File: config.mk
export PLATFORM = sky130hd
export DESIGN_NAME = rwr_remapper
export DESIGN_NICKNAME = d
export VERILOG_FILES = /design/src/hdl/rwr_pkg.sv /design/src/hdl/rwr_remapper.sv
export VERILOG_INCLUDE_DIRS = /design/src /design/src/hdl
export SDC_FILE = /design/constraint.sdc
export NUM_CORES = 1
export LEC_CHECK = 0
export BUFFER_PORTS_ARGS = -buffer_cell sky130_fd_sc_hd__buf_2
export CAP_MARGIN = 15
export CORE_ASPECT_RATIO = 0.5
export CORE_MARGIN = 2
export CORE_UTILIZATION = 55
export CTS_CLUSTER_DIAMETER = 30
export DETAILED_ROUTE_END_ITERATION = 8
export GPL_TIMING_DRIVEN = 0
export MAX_ROUTING_LAYER = met4
export PLACE_DENSITY = 0.81
export SLEW_MARGIN = 20
export SYNTH_ARGS = -nofsm -noshare
export SYNTH_HDL_FRONTEND = slang
export SYNTH_SLANG_ARGS = --single-unit
File: constraint.sdc
create_clock -name i_clk_sys -period 5.21 [get_ports i_clk_sys]
set_input_delay 0.2605 -clock i_clk_sys [delete_from_list [all_inputs] [get_ports i_clk_sys]]
set_output_delay 0.2605 -clock i_clk_sys [all_outputs]
set_load 0.03 [all_outputs]
File: src/hdl/rwr_regs.svh
// Purpose: constants for the register window remapper
// Assumes: byte-wide window-select registers in the lower register file
// Notes: addresses are 16-bit byte addresses
`ifndef RWR_REGS_SVH
`define RWR_REGS_SVH
`define RWR_PRI_ADDR 16'h0014
`define RWR_SEC_ADDR 16'h0015
`define RWR_PRI_RESET 8'h00
`define RWR_SEC_RESET 8'h00
`define RWR_HOLD_BIT 7
`define RWR_PRI_BASE32 16'h00e0
`define RWR_PRI_BASE64 16'h00c0
`define RWR_PRI_BASE128 16'h0080
`define RWR_SEC_BASE32 16'h0060
`define RWR_SEC_BASE64 16'h0040
`define RWR_PSFR_LO32 8'h7a
`define RWR_PSFR_HI32 8'h7f
`define RWR_PSFR_LO64 8'h3d
`define RWR_PSFR_HI64 8'h3f
`define RWR_PSFR_LO128 8'h1e
`define RWR_PSFR_HI128 8'h1f
`define RWR_URF_LO32 8'h48
`define RWR_URF_HI32 8'h4f
`define RWR_URF_LO64 8'h24
`define RWR_URF_HI64 8'h27
`define RWR_URF_LO128 8'h12
`define RWR_URF_HI128 8'h13
`define RWR_CRAM_LO 8'ha0
`define RWR_CRAM_HI 8'hbf
`define RWR_XMEM_LO 8'h80
`define RWR_XMEM_HI 8'h9f
`define RWR_PSFR_ORG 16'h1000
`define RWR_URF_ORG 16'h0000
`define RWR_CRAM_ORG 16'hd000
`define RWR_URF_BIAS 16'h0800
`define RWR_SPAN32 16'h001f
`define RWR_NO_SEG 16'h0000
`define RWR_XMEM_ORG 16'hd000
`endif

File: src/hdl/rwr_pkg.sv
// Purpose: types for the register window remapper
// Assumes: nothing
// Notes: window size encoding
package rwr_pkg;
  typedef enum logic [1:0] {
    rwr_none,
    rwr_size32,
    rwr_size64,
    rwr_size128
  } rwr_size_type;
endpackage : rwr_pkg

File: src/hdl/rwr_remapper.sv
// Purpose: direct-address window remapping for the lower register file
// Assumes: cpu presents one operand address per cycle; register writes by byte address
// Notes: address translation is combinational, register data is flopped
`timescale 1ns/1ns
`include "rwr_regs.svh"
module rwr_remapper
  import rwr_pkg::*;
(
  input wire logic i_clk_sys,
  input wire logic i_sys_rst,
  input wire logic i_reg_wr,
  input wire logic [15:0] i_reg_addr,
  input wire logic [7:0] i_reg_wdata,
  output logic [7:0] o_reg_rdata,
  input wire logic i_pop_all_instr,
  input wire logic [7:0] i_pop_all_data,
  output logic [7:0] o_push_all_data,
  input wire logic i_op_valid,
  input wire logic i_op_direct,
  input wire logic [15:0] i_op_addr,
  output logic [15:0] o_op_addr,
  output logic o_op_remapped,
  output logic o_bus_hold_enable
);
  logic [7:0] primary_window_select;
  logic [7:0] secondary_window_select;
  logic [7:0] next_primary;
  logic [7:0] next_secondary;

  wire logic wr_pri = i_reg_wr && (i_reg_addr == `RWR_PRI_ADDR);
  wire logic wr_sec = i_reg_wr && (i_reg_addr == `RWR_SEC_ADDR);

  // pop-all reloads only the primary register
  always_comb begin
    next_primary = primary_window_select;
    next_secondary = secondary_window_select;
    if (i_pop_all_instr) begin
      next_primary = i_pop_all_data;
    end else if (wr_pri) begin
      next_primary = i_reg_wdata;
    end
    if (wr_sec) begin
      next_secondary = i_reg_wdata;
    end
  end

  always_ff @(posedge i_clk_sys or posedge i_sys_rst) begin
    if (i_sys_rst) begin
      primary_window_select <= `RWR_PRI_RESET;
      secondary_window_select <= `RWR_SEC_RESET;
    end else begin
      primary_window_select <= next_primary;
      secondary_window_select <= next_secondary;
    end
  end

  wire logic [6:0] primary_window_code = primary_window_select[6:0];
  wire logic [7:0] secondary_window_code = secondary_window_select;
  wire logic [7:0] pcode = {1'b0, primary_window_code};

  // primary decode, 128-byte codes allowed
  wire logic p_sfr32 =
    (pcode >= `RWR_PSFR_LO32) && (pcode <= `RWR_PSFR_HI32);
  wire logic p_sfr64 =
    (pcode >= `RWR_PSFR_LO64) && (pcode <= `RWR_PSFR_HI64);
  wire logic p_sfr128 =
    (pcode >= `RWR_PSFR_LO128) && (pcode <= `RWR_PSFR_HI128);
  wire logic p_urf32 =
    (pcode >= `RWR_URF_LO32) && (pcode <= `RWR_URF_HI32);
  wire logic p_urf64 =
    (pcode >= `RWR_URF_LO64) && (pcode <= `RWR_URF_HI64);
  wire logic p_urf128 =
    (pcode >= `RWR_URF_LO128) && (pcode <= `RWR_URF_HI128);

  wire logic [15:0] p_seg_sfr32 =
    `RWR_PSFR_ORG + {3'h0, pcode, 5'h00};
  wire logic [15:0] p_seg_sfr64 =
    `RWR_PSFR_ORG + {2'h0, pcode, 6'h00};
  wire logic [15:0] p_seg_sfr128 =
    `RWR_PSFR_ORG + {1'h0, pcode, 7'h00};
  wire logic [15:0] p_seg_urf32 =
    `RWR_URF_ORG + {3'h0, pcode, 5'h00} - `RWR_URF_BIAS;
  wire logic [15:0] p_seg_urf64 =
    `RWR_URF_ORG + {2'h0, pcode, 6'h00} - `RWR_URF_BIAS;
  wire logic [15:0] p_seg_urf128 =
    `RWR_URF_ORG + {1'h0, pcode, 7'h00} - `RWR_URF_BIAS;

  wire logic [1:0] psz =
    (p_sfr32 || p_urf32) ? rwr_size32 :
    (p_sfr64 || p_urf64) ? rwr_size64 :
    (p_sfr128 || p_urf128) ? rwr_size128 :
    rwr_none;

  wire logic [15:0] pseg =
    p_sfr32 ? p_seg_sfr32 :
    p_sfr64 ? p_seg_sfr64 :
    p_sfr128 ? p_seg_sfr128 :
    p_urf32 ? p_seg_urf32 :
    p_urf64 ? p_seg_urf64 :
    p_urf128 ? p_seg_urf128 :
    `RWR_NO_SEG;

  // secondary decode, no 128-byte codes, adds code ram and external
  wire logic s_sfr32 =
    (secondary_window_code >= `RWR_PSFR_LO32) && (secondary_window_code <= `RWR_PSFR_HI32);
  wire logic s_sfr64 =
    (secondary_window_code >= `RWR_PSFR_LO64) && (secondary_window_code <= `RWR_PSFR_HI64);
  wire logic s_urf32 =
    (secondary_window_code >= `RWR_URF_LO32) && (secondary_window_code <= `RWR_URF_HI32);
  wire logic s_urf64 =
    (secondary_window_code >= `RWR_URF_LO64) && (secondary_window_code <= `RWR_URF_HI64);
  wire logic s_cram =
    (secondary_window_code >= `RWR_CRAM_LO) && (secondary_window_code <= `RWR_CRAM_HI);
  wire logic s_xmem =
    (secondary_window_code >= `RWR_XMEM_LO) && (secondary_window_code <= `RWR_XMEM_HI);

  wire logic [15:0] s_seg_sfr32 =
    `RWR_PSFR_ORG + {3'h0, secondary_window_code, 5'h00};
  wire logic [15:0] s_seg_sfr64 =
    `RWR_PSFR_ORG + {2'h0, secondary_window_code, 6'h00};
  wire logic [15:0] s_seg_urf32 =
    `RWR_URF_ORG + {3'h0, secondary_window_code, 5'h00} - `RWR_URF_BIAS;
  wire logic [15:0] s_seg_urf64 =
    `RWR_URF_ORG + {2'h0, secondary_window_code, 6'h00} - `RWR_URF_BIAS;
  wire logic [15:0] s_seg_cram =
    `RWR_CRAM_ORG + {2'h0, secondary_window_code, 6'h00};
  wire logic [15:0] s_seg_xmem =
    `RWR_XMEM_ORG + {2'h0, secondary_window_code, 6'h00};

  wire logic [1:0] ssz =
    (s_sfr32 || s_urf32) ? rwr_size32 :
    (s_sfr64 || s_urf64 || s_cram || s_xmem) ? rwr_size64 :
    rwr_none;

  wire logic [15:0] sseg =
    s_sfr32 ? s_seg_sfr32 :
    s_sfr64 ? s_seg_sfr64 :
    s_urf32 ? s_seg_urf32 :
    s_urf64 ? s_seg_urf64 :
    s_cram ? s_seg_cram :
    s_xmem ? s_seg_xmem :
    `RWR_NO_SEG;

  // window bases in the lower file
  wire logic [15:0] pbase = (psz == rwr_size128) ? `RWR_PRI_BASE128 :
                            (psz == rwr_size64) ? `RWR_PRI_BASE64 : `RWR_PRI_BASE32;
  wire logic [15:0] sbase = (ssz == rwr_size64) ? `RWR_SEC_BASE64 : `RWR_SEC_BASE32;
  wire logic [15:0] ptop = `RWR_PRI_BASE32 + `RWR_SPAN32;
  wire logic [15:0] stop = `RWR_SEC_BASE32 + `RWR_SPAN32;

  wire logic phit = (psz != rwr_none) && i_op_addr >= pbase && i_op_addr <= ptop;
  wire logic shit = (ssz != rwr_none) && i_op_addr >= sbase && i_op_addr <= stop;
  wire logic use_win = i_op_valid && i_op_direct && (phit || shit);
  wire logic [15:0] poff = i_op_addr - pbase;
  wire logic [15:0] soff = i_op_addr - sbase;
  wire logic [15:0] paddr = pseg + poff;
  wire logic [15:0] saddr = sseg + soff;

  assign o_op_addr = !use_win ? i_op_addr : (phit ? paddr : saddr);
  assign o_op_remapped = use_win;
  assign o_bus_hold_enable = primary_window_select[`RWR_HOLD_BIT];
  assign o_push_all_data = primary_window_select;
  assign o_reg_rdata = (i_reg_addr == `RWR_PRI_ADDR) ? primary_window_select :
                       (i_reg_addr == `RWR_SEC_ADDR) ? secondary_window_select : 8'h00;
endmodule : rwr_remapper

# Word level (Yosys, flattened, before mapping)
# Cells that the tools add are included.
[totals]
reg_bits = 16
latch_bits = 0
ramBits = 0
rom_bits = 0
inputBits = 54
output_inout_bits = 34
wordCells = 107
memories = 0
[op_classes]
add_sub_neg = 15
n_mul = 0
div_mod_pow = 0
magnitude_cmp = 28
eq_ne = 5
shifts = 0
n_mux = 26
bitwise = 0
reduce_logical = 31
[op_table]
columns = ["cell", "count"]
rows = [
  ["two-way mux 16 bit", 14],
  ["adder 16 bit", 2],
  ["== test 16 x 5 -> 1 bit (second input constant)", 2],
  ["two-way mux 8 bit", 4],
  ["adder 13 x 14 -> 15 bit (first input constant)", 2],
  ["subtractor 14 x 12 -> 15 bit (second input constant)", 2],
  ["adder 13 x 13 -> 14 bit (first input constant)", 2],
  ["subtractor 13 x 12 -> 14 bit (second input constant)", 2],
  ["logical AND 1 bit", 20],
  ["adder 15 x 15 -> 16 bit (first input constant)", 1],
  ["greater-or-equal comparator 16 x 7 -> 1 bit", 1],
  ["greater-or-equal comparator 16 x 8 -> 1 bit", 1],
  ["greater-or-equal comparator 8 x 6 -> 1 bit (second input constant)", 2],
  ["greater-or-equal comparator 8 x 7 -> 1 bit (second input constant)", 2],
  ["greater-or-equal comparator 8 bit (second input constant)", 2],
  ["<= comparator 16 x 7 -> 1 bit (second input constant)", 1],
  ["<= comparator 16 x 8 -> 1 bit (second input constant)", 1],
  ["<= comparator 8 x 6 -> 1 bit (second input constant)", 2],
  ["<= comparator 8 x 7 -> 1 bit (second input constant)", 2],
  ["<= comparator 8 bit (second input constant)", 2],
  ["subtractor 16 x 7 -> 16 bit", 1],
  ["subtractor 16 x 8 -> 16 bit", 1],
  ["adder 13 x 12 -> 14 bit (first input constant)", 1],
  ["greater-or-equal comparator 7 x 5 -> 1 bit (second input constant)", 2],
  ["other kinds (12)", 33],
]

# Longest topological paths before layout
# Gate-level depths: netlist (run 1).
[depth]
ltp_word = 15
mapped_depth = 21
ltp_nobuf = 20

# Worst setup path before layout (run 1)
# Ideal clock, no wire load.
[synth_path]
path_type = "reg2out"
startpoint = "reg primary_window_select[4] (netlist: o_push_all_data[4])"
endpoint = "out o_op_addr[14]"
arrival_time_ps = 4218
t_required_ps = 4950
setup_slack_ps = 732
stages_incl_launch_ff = 21
n_path_buf = 1
path_cell_list = "dfrtp_1 buf_2 inv_1 ha_1 and4_1 a31o_4 o211ai_4 nand2_4 nor2_1 nand2_1 fa_1 inv_1 ha_1 nor2_1 nand2_1 a31oi_1 nor3_1 a2111oi_4 o21ai_1 xor2_1 a221o_1"
[synth_via]
elab_chain_len = 15
elab_cells_between_ends = 50
cone_classes = "8 x add/sub; 13 x order compare; 2 x eq/ne; 13 x mux; 14 x reduce/logical"
[synth_rtl]
columns = ["element", "line_no", "rtl"]
rows = [
  ["start: declaration", "rwr_remapper.sv:25", "logic [7:0] primary_window_select;"],
  ["start signal: assignment", "rwr_remapper.sv:49", "primary_window_select <= `RWR_PRI_RESET;"],
  ["start signal: assignment", "rwr_remapper.sv:52", "primary_window_select <= next_primary;"],
  ["parallel branches: the longest is 14 deep, another holds subtractor 16 x 8 -> 16 bit", "-", ""],
  ["two-way mux 16 bit (*)", "rwr_remapper.sv:159", "assign o_op_addr = !use_win ? i_op_addr : (phit ? paddr : saddr);"],
  ["end: declaration", "rwr_remapper.sv:21", "output logic [15:0] o_op_addr,"],
]
# Mark *: on every way between the ends.

# Worst setup path after layout (run 1)
[layout_path]
startpoint = "reg primary_window_select[6] (netlist: o_push_all_data[6])"
endpoint = "out o_op_addr[14]"
# Same word-level chain as after synthesis.

==> results.ini, run 1 <==
[run_status]
status=finished, final reports clean

[yosys]
ys_warn_count=0
synth_area_sq_um=3900
synth_top_family_by_area=compound AO/OA/AOI/OAI gates
ys_seq_area_share_pct=10.3
synth-seq-cells=16
muxShareOfSynthArea_pct=8.48
netlist_instances=508
synthSimpleGateAreaFrac_pct=18.2
yosys.area_share.xor_xnor_pct=6.29
synthArstFlopShare_pct=100
synth_fp_nets=628
synth.distinct_cells=78
synthAdderAreaFrac_pct=21.8
synth_flop_cell=dfrtp_1
synth_area_per_cell_sq_um=7.67
synth_edf_count=0
synth-compound-area-share_pct=25.3

[detailed_routing]
drt_iter0_drc=283
num_vias=3946
ant_nets=0
routed_wl_um=10100
vias_per_cell=5.71
firstDrtPassIters=7
routedWlPerCell_um=14.7
drc_errors=0

[sta]
fin_skew_ns=0
hold_viol=0
worst_pin_slew_ns=0.635
maxSlewViolCount=0
fin_crit_ns=4.95
slew_headroom_pct=57.1
finalSetupTns_ns=0
hold_slack_ns=0.0607
fmaxAchievable_mhz=202
min_period_over_period_pct=95.0
finalSetupViolations=0

[layout]
nets=720
postLayoutCoreUtil_pct=68.0
final_layout_size_suffix_gt1_share_pct=24.7
stdcell_count=691
layout_common_cells=buf_2, inv_1, ha_1
syn2layout_area_growth_pct=18.4
final_common_cell=buf_2
antennaDiodeCount=0

[global_route]
first_global_vias=3613
antenna_found_initial=0
groute.usage.overall_pct=27.1
grt_max_degree=17
grt_pass1_wl_um=16700
overflow=0

[setup_path]
cp.arrival_ns=4.69
path_max_fanout=9
cp_cell_sequence=buf_4, inv_2, ha_1, o211ai_1, a2111o_1, a21boi_1, inv_1, a32oi_1, fa_1, inv_1, ha_1, nor2_1, o21a_1, nor3_1, a2111oi_4, o21ai_1, xor2_1, a221o_1, buf_2
start_kind=flip-flop
max_stage_delay_ns=0.52
cp_top_family=compound AO/OA/AOI/OAI gates
cpMaxStageDelayCell=a2111o_1
required_ns=4.95
path_buf_inv=5
regToRegSetupSlack_ns=4.23
rr_startpoint=secondary_window_code[7]
reg2reg_to=secondary_window_code[7]
ff2ff_path_depth=2
endpoint_kind=output pin
critical_path_class=reg2out

[floorplan]
dieArea_sq_um=7810
core_area_sq_um=6780
die_h_um=63.5
num_io_pins=88
initial_core_util_pct=57.5
die-width_um=123
num_rows=21

[cts]
cts_made_buffers=3
worstSkewPairLatency_ns=0.25
cts.sinks=16
cts.clk_slew.worst_paths_ns=0.05
htree_levels=1
cts_root_buf=clkbuf_16
clockBufferDepth=2
holdBufCountCts=0
cts_tree=done

[worst_hold_path]
min_path_type=in2async

[placement]
place_inst=685
dp_hpwl_um=8230
port_buffers=85
gp_congestion=0.911

[pwr]
power_leakage_nw=2.43
peakVddDrop_mv=0.188
power_density_nw_per_um2=162
p_total_uw=746

[job]
cap_violations=0

-- worst max path at each step --
stage,start,to,slack [ns],cells past startpoint
floorplan,o_push_all_data[4],o_op_addr[14],0.73,20
global placement,o_push_all_data[6],o_op_addr[15],0.43,19
detailed placement,o_push_all_data[6],o_op_addr[15],0.38,19
CTS,o_push_all_data[6],o_op_addr[15],0.09,19
global route,o_push_all_data[5],o_op_addr[15],-0.008,19
finish,o_push_all_data[6],o_op_addr[14],0.26,19
-- Yosys cell counts, types with 4 or more instances --
cell type	instances	area share, %
inv_1	66	6.4
ha_1	63	20
nor2_1	46	4.4
nand2_1	45	4.3
a21oi_1	32	4.1
mux2i_1	24	6.2
o21ai_0	23	3.0
dfrtp_1	16	10
xnor2_1	14	3.1
xor2_1	14	3.1
a21o_1	13	2.5
nand3_1	13	1.7
nor3_1	10	1.3
a31oi_1	8	1.3
mux2_2	8	2.3
buf_4	6	1.2
buf_2	5	0.64
o21a_1	5	0.96
buf_6	4	1.2
nand2b_1	4	0.64
nand4_1	4	0.64
o21bai_1	4	0.77
-- timing repair --
action,4_1_cts,5_1_grt
buffers inserted,0,2
setup endpoints to repair,0,4
gates resized for setup,0,19
-- final cells by class --
| class | count | area [sq um] |
|---|---|---|
| Buffer | 18 | 131 |
| Clock buffer | 4 | 88.8 |
| Fill cell | 572 | 2170 |
| Inverter | 67 | 251 |
| Multi-Input combinational cell | 407 | 3180 |
| Sequential cell | 16 | 403 |
| Tap cell | 92 | 115 |
| Timing Repair Buffer | 87 | 440 |
-- flip-flops by register name, indices dropped and copies added (netlist names) --
register	count
o_push_all_data	8
secondary_window_code	8
-- routing by layer --
metal | wire length, um | GRT usage (%) | up-vias
li1 | - | - | 1982
met1 | 4870 | 37.4 | 1802
met2 | 4450 | 43.2 | 143
met3 | 625 | 2.45 | 19
met4 | 182 | 6.11 | 0
met5 | 0 | - | -
-- kinds of logic (layout without fill, tap and decap cells) --
| family | after synthesis | count (layout) |
|---|---|---|
| muxes | 32 | 32 |
| adders and majority gates | 66 | 66 |
| DFF | 16 | 16 |
| and+or+nand+nor | 147 | 147 |
| AOI/OAI and AO/OA | 134 | 134 |
| xor gates and xnor gates | 28 | 28 |
| buffers and inverters | 85 | 176 |
-- where the power goes --
part	internal (mW)	switching (mW)	total [mW]	leakage, nW
Combinational	0.179	0.259	0.438	2.18
Sequential	0.131	0.0116	0.143	0.207
Clock	0.117	0.0483	0.165	0.0442
Total	0.427	0.319	0.746	2.43
-- metrics by stage --
stage	instance area (sq um)	setup slack, ns
after floorplan	3900	0.732
after global placement	4440	0.432
after detailed placement	4440	0.377
after CTS	4530	0.0945
after global routing	4610	-0.00828
final	4610	0.262
-- worst reg2reg max path, delay by kind of cell, from the launching register on --
family,cells,cell delay [ns]
flops,1,0.39
mux,1,0.28
buf+inv,1,0.19
Note: power is estimated with default switching activity, not from simulation.
==> run 2: changes to the inputs <==
--- a/config.mk
+++ b/config.mk
@@ -10,12 +10,12 @@
 export CAP_MARGIN = 15
 export CORE_ASPECT_RATIO = 0.5
 export CORE_MARGIN = 2
-export CORE_UTILIZATION = 55
+export CORE_UTILIZATION = 57
 export CTS_CLUSTER_DIAMETER = 30
 export DETAILED_ROUTE_END_ITERATION = 8
 export GPL_TIMING_DRIVEN = 0
 export MAX_ROUTING_LAYER = met4
-export PLACE_DENSITY = 0.81
+export PLACE_DENSITY = 0.84
 export SLEW_MARGIN = 20
 export SYNTH_ARGS = -nofsm -noshare
 export SYNTH_HDL_FRONTEND = slang
==> constraint.sdc (replaced) <==
create_clock -name i_clk_sys -period 5.21 [get_ports i_clk_sys]
set_input_delay 1.042 -clock i_clk_sys [delete_from_list [all_inputs] [get_ports i_clk_sys]]
set_output_delay 1.042 -clock i_clk_sys [all_outputs]
set_load 0.03 [all_outputs]
==> run 2 against run 1 <==
Compared with the run above:
- first-iteration DRC count rose by 92%
- the flow now finishes with violations (design-rule violations, negative setup slack)
- utilization is 18 points higher
- setup slack got worse by 0.52 ns
- combinational power increased by 34%
- highest routed layer unchanged
==> results.ini, run 2 (synthesis gave the netlist of run 1 again) <==
[run_status]
status=complete, but fails checks  ; was finished, final reports clean
violations=design-rule violations, negative setup slack

[layout]
syn2layout_area_growth_pct=46.0  ; was 18.4%
antennaDiodeCount=0  ; unchanged
layout_common_cells=buf_2, buf_4, inv_1  ; was buf_2, inv_1, ha_1
nets=783  ; was 720
final_layout_size_suffix_gt1_share_pct=41.7  ; was 24.7%
post-route-cell-area_sq_um=5690  ; was 4610 sq um
final_common_cell=buf_2  ; unchanged

[placement]
placed_cell_area_sq_um=4440  ; about the same
dp_hpwl_um=8220  ; was 8230 um
gp_congestion=0.869  ; was 0.911
post-place-ws_ns=-0.361  ; was 0.377 ns
port_buffers=85  ; unchanged

[pwr]
clockPowerShare_pct=18.2  ; was 22.1%
p_total_uw=896  ; was 746 uW
power_density_nw_per_um2=158  ; was 162 nW/um^2
internal_power_uw=497  ; was 427 uW
combPwrFrac_pct=65.6  ; was 58.7%
peakVddDrop_mv=0.190  ; was 0.188 mV
power_switching_uw=400  ; was 319 uW
netSwitchingFraction_pct=44.6  ; was 42.7%
power_leakage_nw=2.85  ; was 2.43 nW
seq_power_share_pct=16.2  ; was 19.2%

[cts]
htree_levels=1  ; unchanged
clockBufferDepth=2  ; unchanged
cts.clk_slew.worst_paths_ns=0.05  ; about the same
cts.sinks=16  ; unchanged
worstSkewPairLatency_ns=0.24  ; was 0.25 ns
cts_root_buf=clkbuf_16  ; unchanged
cts_made_buffers=3  ; unchanged
holdBufCountCts=0  ; unchanged
cts_tree=done  ; unchanged

[detailed_routing]
routed_wl_um=15700  ; was 10,100 um
routedWlPerCell_um=20.8  ; was 14.7 um
ant_nets=0  ; unchanged
num_vias=4885  ; was 3,946
drt_iter0_drc=544  ; was 283
drc_errors=1  ; was 0
vias_per_cell=6.48  ; was 5.71
firstDrtPassIters=8  ; was 7

[sta]
fin_crit_ns=5.46  ; was 4.95 ns
fin_skew_ns=0  ; unchanged
hold_slack_ns=0.551  ; was 0.0607 ns
finalSetupViolations=7  ; was 0
fmaxAchievable_mhz=183  ; was 202 MHz
worst_pin_slew_ns=0.811  ; was 0.635 ns
slew_headroom_pct=46.0  ; was 57.1%
postLayoutSetupSlackWorst_ns=-0.254  ; was 0.262 ns
hold_viol=0  ; unchanged
rsz0062_at_grt=true
min_period_over_period_pct=105  ; was 95.0%
finalSetupTns_ns=-1.22  ; was 0 ns
maxSlewViolCount=0  ; unchanged

[setup_path]
endpoint_kind=output pin  ; unchanged
ff2ff_path_depth=5  ; was 2
max_stage_delay_ns=0.66  ; was 0.52 ns
critical_path_class=reg2out  ; unchanged
reg2reg_to=o_push_all_data[6]  ; was secondary_window_code[7]
cp.arrival_ns=4.42  ; was 4.69 ns
start_kind=flip-flop  ; unchanged
cp_top_family=compound AO/OA/AOI/OAI gates  ; unchanged
required_ns=4.17  ; was 4.95 ns
rr_startpoint=o_push_all_data[6]  ; was secondary_window_code[7]
crit_path_frequent_cell=ha_1
path_max_fanout=8  ; was 9
cp_cell_sequence=clkbuf_4, nand3_4, o41ai_4, a2bb2oi_2, nand2_2, nand2_1, o21ai_0, ha_1, ha_1, o21a_1, nor2_1, o311ai_0, a31oi_1, xnor2_1, a221o_1, buf_6  ; was buf_4, inv_2, ha_1, o211ai_1, a2111o_1, a21boi_1, inv_1, a32oi_1, fa_1, inv_1, ha_1, nor2_1, o21a_1, nor3_1, a2111oi_4, o21ai_1, xor2_1, a221o_1, buf_2
regToRegSetupSlack_ns=4.04  ; was 4.23 ns
cpMaxStageDelayCell=o311ai_0  ; was a2111o_1
path_buf_inv=2  ; was 5

[floorplan]
dieArea_sq_um=7550  ; was 7810 sq um
initial_core_util_pct=58.6  ; was 57.5%
num_io_pins=88  ; unchanged
num_rows=21  ; unchanged
core_area_sq_um=6650  ; was 6780 sq um
die_h_um=62.5  ; was 63.5 um
die-width_um=121  ; was 123 um

[global_route]
first_global_vias=4135  ; was 3,613
overflow=0  ; unchanged
grt_pass1_wl_um=19300  ; was 16,700 um
groute.usage.overall_pct=32.1  ; was 27.1%
grt_max_degree=17  ; unchanged
antenna_found_initial=0  ; unchanged

[worst_hold_path]
min_path_cells=2
hp-start=o_push_all_data[7]
min_path_type=reg2reg  ; was in2async
min_to=o_push_all_data[7]

[job]
cap_violations=0  ; unchanged

## run 2: cell count changes in the layout (fill, tap and decap cells not counted), moves of 4 or more
cell,change
buf_4,+55
ha_1,-18
dfrtp_1,-5
inv_2,+7
dfrtp_2,+5
inv_1,-9
nand2_1,-5
buf_2,-15
a21oi_1,-7
buf_6,+21
ha_2,+4
ha_4,+14
a21oi_2,+6
## run 2: worst register-to-register path: stages, from the launching register on
cell and delay [ns]:
dfrtp_1 0.43, buf_6 0.15, buf_4 0.13, buf_4 0.17, nand2_1 0.06, o21ai_0 0.09
## run 2: layout make-up
cell class,count,area [sq um]
well taps,92,115
plain buffers,18,161
repair buffers,150,1020
fillers,337,960
inverters,67,256
clock buffers,4,88.8
multi-input cells,407,3640
flip-flops and latches,16,409
## run 2: power by group through the flow
stage / sequential, mW / combinational (mW) / clock (mW)
after floorplan: 0.155 / 0.309 / 0
after global placement: 0.144 / 0.415 / 0
after detailed placement: 0.145 / 0.424 / 0
after CTS: 0.143 / 0.483 / 0.166
after global routing: 0.145 / 0.621 / 0.170
final: 0.146 / 0.588 / 0.163
## run 2: per-stage QoR
step                util, %  std cells
finish                 85.6        754
global route           85.6        754
CTS                    76.6        728
detailed placement     66.8        685
global placement       66.8        685
floorplan                 -        508
## run 2: what timing repair did
| action | 4_1_cts | 5_1_grt |
|---|---|---|
| gates resized for setup | 63 | 103 |
| endpoints found under the setup margin | 15 | 15 |
| pin swaps | 21 | 45 |
| setup buffers | 39 | 26 |
## run 2: how the worst max path moves through the flow
stage	from	cells after the start	slack, ns	to
floorplan	o_push_all_data[5]	19	0.04	o_op_addr[14]
global placement	o_push_all_data[5]	19	-0.35	o_op_addr[15]
detailed placement	o_push_all_data[5]	19	-0.36	o_op_addr[15]
CTS	secondary_window_code[7]	20	0.003	o_op_addr[15]
global route	o_push_all_data[5]	19	-0.36	o_op_addr[14]
finish	secondary_window_code[2]	16	-0.25	o_op_addr[14]
## run 2: layer usage
metal / global-route usage, % / vias to the layer above / part of all wire (%)
li1: - / 2111 / -
met4: 12.8 / 0 / 6.8
met2: 53.9 / 429 / 46
met5: - / - / 0
met3: 1.82 / 144 / 10
met1: 40.6 / 2201 / 37
==> run 3: changes to the inputs <==
--- a/config.mk
+++ b/config.mk
@@ -8,14 +8,17 @@
 export LEC_CHECK = 0
 export BUFFER_PORTS_ARGS = -buffer_cell sky130_fd_sc_hd__buf_2
 export CAP_MARGIN = 15
+export CELL_PAD_IN_SITES_DETAIL_PLACEMENT = 0
+export CELL_PAD_IN_SITES_GLOBAL_PLACEMENT = 1
 export CORE_ASPECT_RATIO = 0.5
 export CORE_MARGIN = 2
-export CORE_UTILIZATION = 57
+export CORE_UTILIZATION = 41
 export CTS_CLUSTER_DIAMETER = 30
 export DETAILED_ROUTE_END_ITERATION = 8
+export GPL_ROUTABILITY_DRIVEN = 0
 export GPL_TIMING_DRIVEN = 0
 export MAX_ROUTING_LAYER = met4
-export PLACE_DENSITY = 0.84
+export PLACE_DENSITY_LB_ADDON = 0.1
 export SLEW_MARGIN = 20
 export SYNTH_ARGS = -nofsm -noshare
 export SYNTH_HDL_FRONTEND = slang
==> run 3 against run 2 <==
Compared with the run above:
- the run ends with negative setup slack left
- hold slack improved by 0.037 ns
- clock-buffer cell count unchanged
- combinational power decreased by 10%
- flip-flop and latch count unchanged
- utilization decreased by 25 points
- critical endpoint unchanged
==> results.ini, run 3 (synthesis gave the netlist of run 1 again) <==
[pwr]
power_density_nw_per_um2=146  ; was 158 nW/um^2
power_leakage_nw=2.80  ; was 2.85 nW
combPwrFrac_pct=64.4  ; was 65.6%
clockPowerShare_pct=18.3  ; was 18.2%
peakVddDrop_mv=0.128  ; was 0.190 mV
p_total_uw=822  ; was 896 uW
power_switching_uw=356  ; was 400 uW
netSwitchingFraction_pct=43.2  ; was 44.6%
seq_power_share_pct=17.4  ; was 16.2%
internal_power_uw=467  ; was 497 uW

[setup_path]
cp.arrival_ns=4.21  ; was 4.42 ns
cpMaxStageDelayCell=fa_1  ; was o311ai_0
cp_cell_sequence=ha_4, nand2_1, a31o_1, a221o_1, buf_6, a21boi_2, inv_1, a32oi_2, fa_1, inv_2, ha_4, nor2_1, nand2_1, a31oi_4, nor3_2, a2111oi_4, o21ai_1, xor2_1, a221o_1, buf_6  ; was clkbuf_4, nand3_4, o41ai_4, a2bb2oi_2, nand2_2, nand2_1, o21ai_0, ha_1, ha_1, o21a_1, nor2_1, o311ai_0, a31oi_1, xnor2_1, a221o_1, buf_6
required_ns=4.17  ; about the same
critical_path_class=reg2out  ; unchanged
start_kind=flip-flop  ; unchanged
max_stage_delay_ns=0.52  ; was 0.66 ns
path_max_fanout=6  ; was 8
endpoint_kind=output pin  ; unchanged

[global_route]
first_global_vias=3803  ; was 4,135
grt_max_degree=17  ; unchanged
overflow=0  ; unchanged
grt_pass1_wl_um=19100  ; was 19,300 um
antenna_found_initial=0  ; unchanged
groute.usage.overall_pct=23.8  ; was 32.1%

[cts]
worstSkewPairLatency_ns=0.25  ; was 0.24 ns
clockBufferDepth=2  ; unchanged
cts.clk_slew.worst_paths_ns=0.05  ; about the same
holdBufCountCts=0  ; unchanged
cts_tree=done  ; unchanged
htree_levels=1  ; unchanged
cts_root_buf=clkbuf_16  ; unchanged
cts.sinks=16  ; unchanged
cts_made_buffers=3  ; unchanged

[sta]
hold_viol=0  ; unchanged
maxSlewViolCount=0  ; unchanged
postLayoutSetupSlackWorst_ns=-0.0389  ; was -0.254 ns
min_period_over_period_pct=101  ; was 105%
finalSetupViolations=2  ; was 7
worst_pin_slew_ns=0.682  ; was 0.811 ns
fin_crit_ns=5.25  ; was 5.46 ns
hold_slack_ns=0.588  ; was 0.551 ns
fin_skew_ns=0  ; unchanged
slew_headroom_pct=54.6  ; was 46.0%
fmaxAchievable_mhz=191  ; was 183 MHz
rsz0062_at_grt=true  ; unchanged

[layout]
nets=784  ; was 783
layout_common_cells=buf_2, buf_4, inv_1  ; unchanged
syn2layout_area_growth_pct=44.3  ; was 46.0%
antennaDiodeCount=0  ; unchanged
final_common_cell=buf_2  ; unchanged
final_layout_size_suffix_gt1_share_pct=41.0  ; was 41.7%

[placement]
port_buffers=85  ; unchanged
dp_hpwl_um=9130  ; was 8220 um
post-place-ws_ns=-0.519  ; was -0.361 ns

[detailed_routing]
routedWlPerCell_um=15.7  ; was 20.8 um
firstDrtPassIters=4  ; was 8
drt_iter0_drc=239  ; was 544
drc_errors=0  ; was 1
ant_nets=0  ; unchanged
num_vias=4158  ; was 4,885
vias_per_cell=5.30  ; was 6.48
routed_wl_um=12300  ; was 15,700 um

[floorplan]
dieArea_sq_um=10300  ; was 7550 sq um
die-width_um=142  ; was 121 um
num_rows=25  ; was 21
initial_core_util_pct=41.7  ; was 58.6%
die_h_um=72.9  ; was 62.5 um
num_io_pins=88  ; unchanged
core_area_sq_um=9350  ; was 6650 sq um

[run_status]
status=complete, but fails checks  ; unchanged
violations=negative setup slack  ; was design-rule violations, negative setup slack

[job]
cap_violations=0  ; unchanged

[worst_hold_path]
min_path_type=reg2reg  ; unchanged

-- run 3: cell count changes in the layout (fill, tap and decap cells not counted), sizes merged --
| cell | previous run | this run |
|---|---|---|
| buf | 165 | 167 |
| clkbuf | 7 | 6 |
-- run 3: worst max-delay path: cells and delay by family, from the launching register on --
| family | cells | cell delay (ns) |
|---|---|---|
| flip-flops | 1 | 0.49 |
| AND/OR/NAND/NOR | 4 | 0.37 |
| adder cells (fa/ha/maj) | 3 | 0.87 |
| AO/OA/AOI/OAI | 8 | 1.66 |
| XOR/XNOR | 1 | 0.15 |
| buffers and inverters | 4 | 0.43 |
-- run 3: area by class of cell --
type | count | area [sq um]
Buffer | 18 | 161
Clock buffer | 4 | 78.8
Sequential cell | 16 | 409
Tap cell | 121 | 151
Multi-Input combinational cell | 407 | 3570
Timing Repair Buffer | 151 | 987
Inverter | 67 | 264
Fill cell | 865 | 3730
-- run 3: power groups by stage --
| stage | clock, mW | sequential (mW) | combinational, mW |
|---|---|---|---|
| 2_1_floorplan | 0 | 0.155 | 0.309 |
| 3_3_place_gp | 0 | 0.145 | 0.430 |
| 3_5_place_dp | 0 | 0.146 | 0.430 |
| 4_1_cts | 0.154 | 0.142 | 0.496 |
| 5_1_grt | 0.160 | 0.144 | 0.580 |
| 6_report | 0.150 | 0.143 | 0.529 |
-- run 3: final timing paths --
| kind | start | to | slack, ns | cells after the start |
|---|---|---|---|---|
| setup / recovery | o_push_all_data[5] | o_op_addr[14] | -0.04 | 20 |
| hold / removal | o_push_all_data[7] | o_push_all_data[7] | 0.59 | 2 |
| setup reg to reg | secondary_window_code[7] | secondary_window_code[7] | 4.19 | 3 |
| hold reg to reg | o_push_all_data[7] | o_push_all_data[7] | 0.59 | 2 |
| max in group asynchronous | i_sys_rst | secondary_window_code[6] | 3.90 | 2 |
| min in group asynchronous | i_sys_rst | o_push_all_data[2] | 0.87 | 2 |
-- run 3: repair_timing --
item,4_1_cts,5_1_grt
pin swaps,21,28
gates resized for setup,80,59
setup buffers,41,24
setup endpoints to repair,15,15
cloned,0,1
-- run 3: stage by stage --
step | instances | TNS [ns] | util (%) | instance area [sq um]
after floorplan | 508 | 0 | - | 3900
after global routing | 784 | -0.683 | 60.1 | 5620
after detailed placement | 714 | -2.84 | 47.8 | 4470
after CTS | 759 | -0.0365 | 55.5 | 5190
after global placement | 714 | -2.81 | 47.8 | 4470
final | 784 | -0.0680 | 60.1 | 5620
-- run 3: layer usage --
| metal | up-vias | GRT usage (%) | routed length (um) |
|---|---|---|---|
| met3 | 9 | 0.853 | 584 |
| met4 | 0 | 3.89 | 100 |
| met1 | 1916 | 33.9 | 6120 |
| met5 | - | - | 0 |
| li1 | 2108 | - | - |
| met2 | 125 | 38.6 | 5510 |
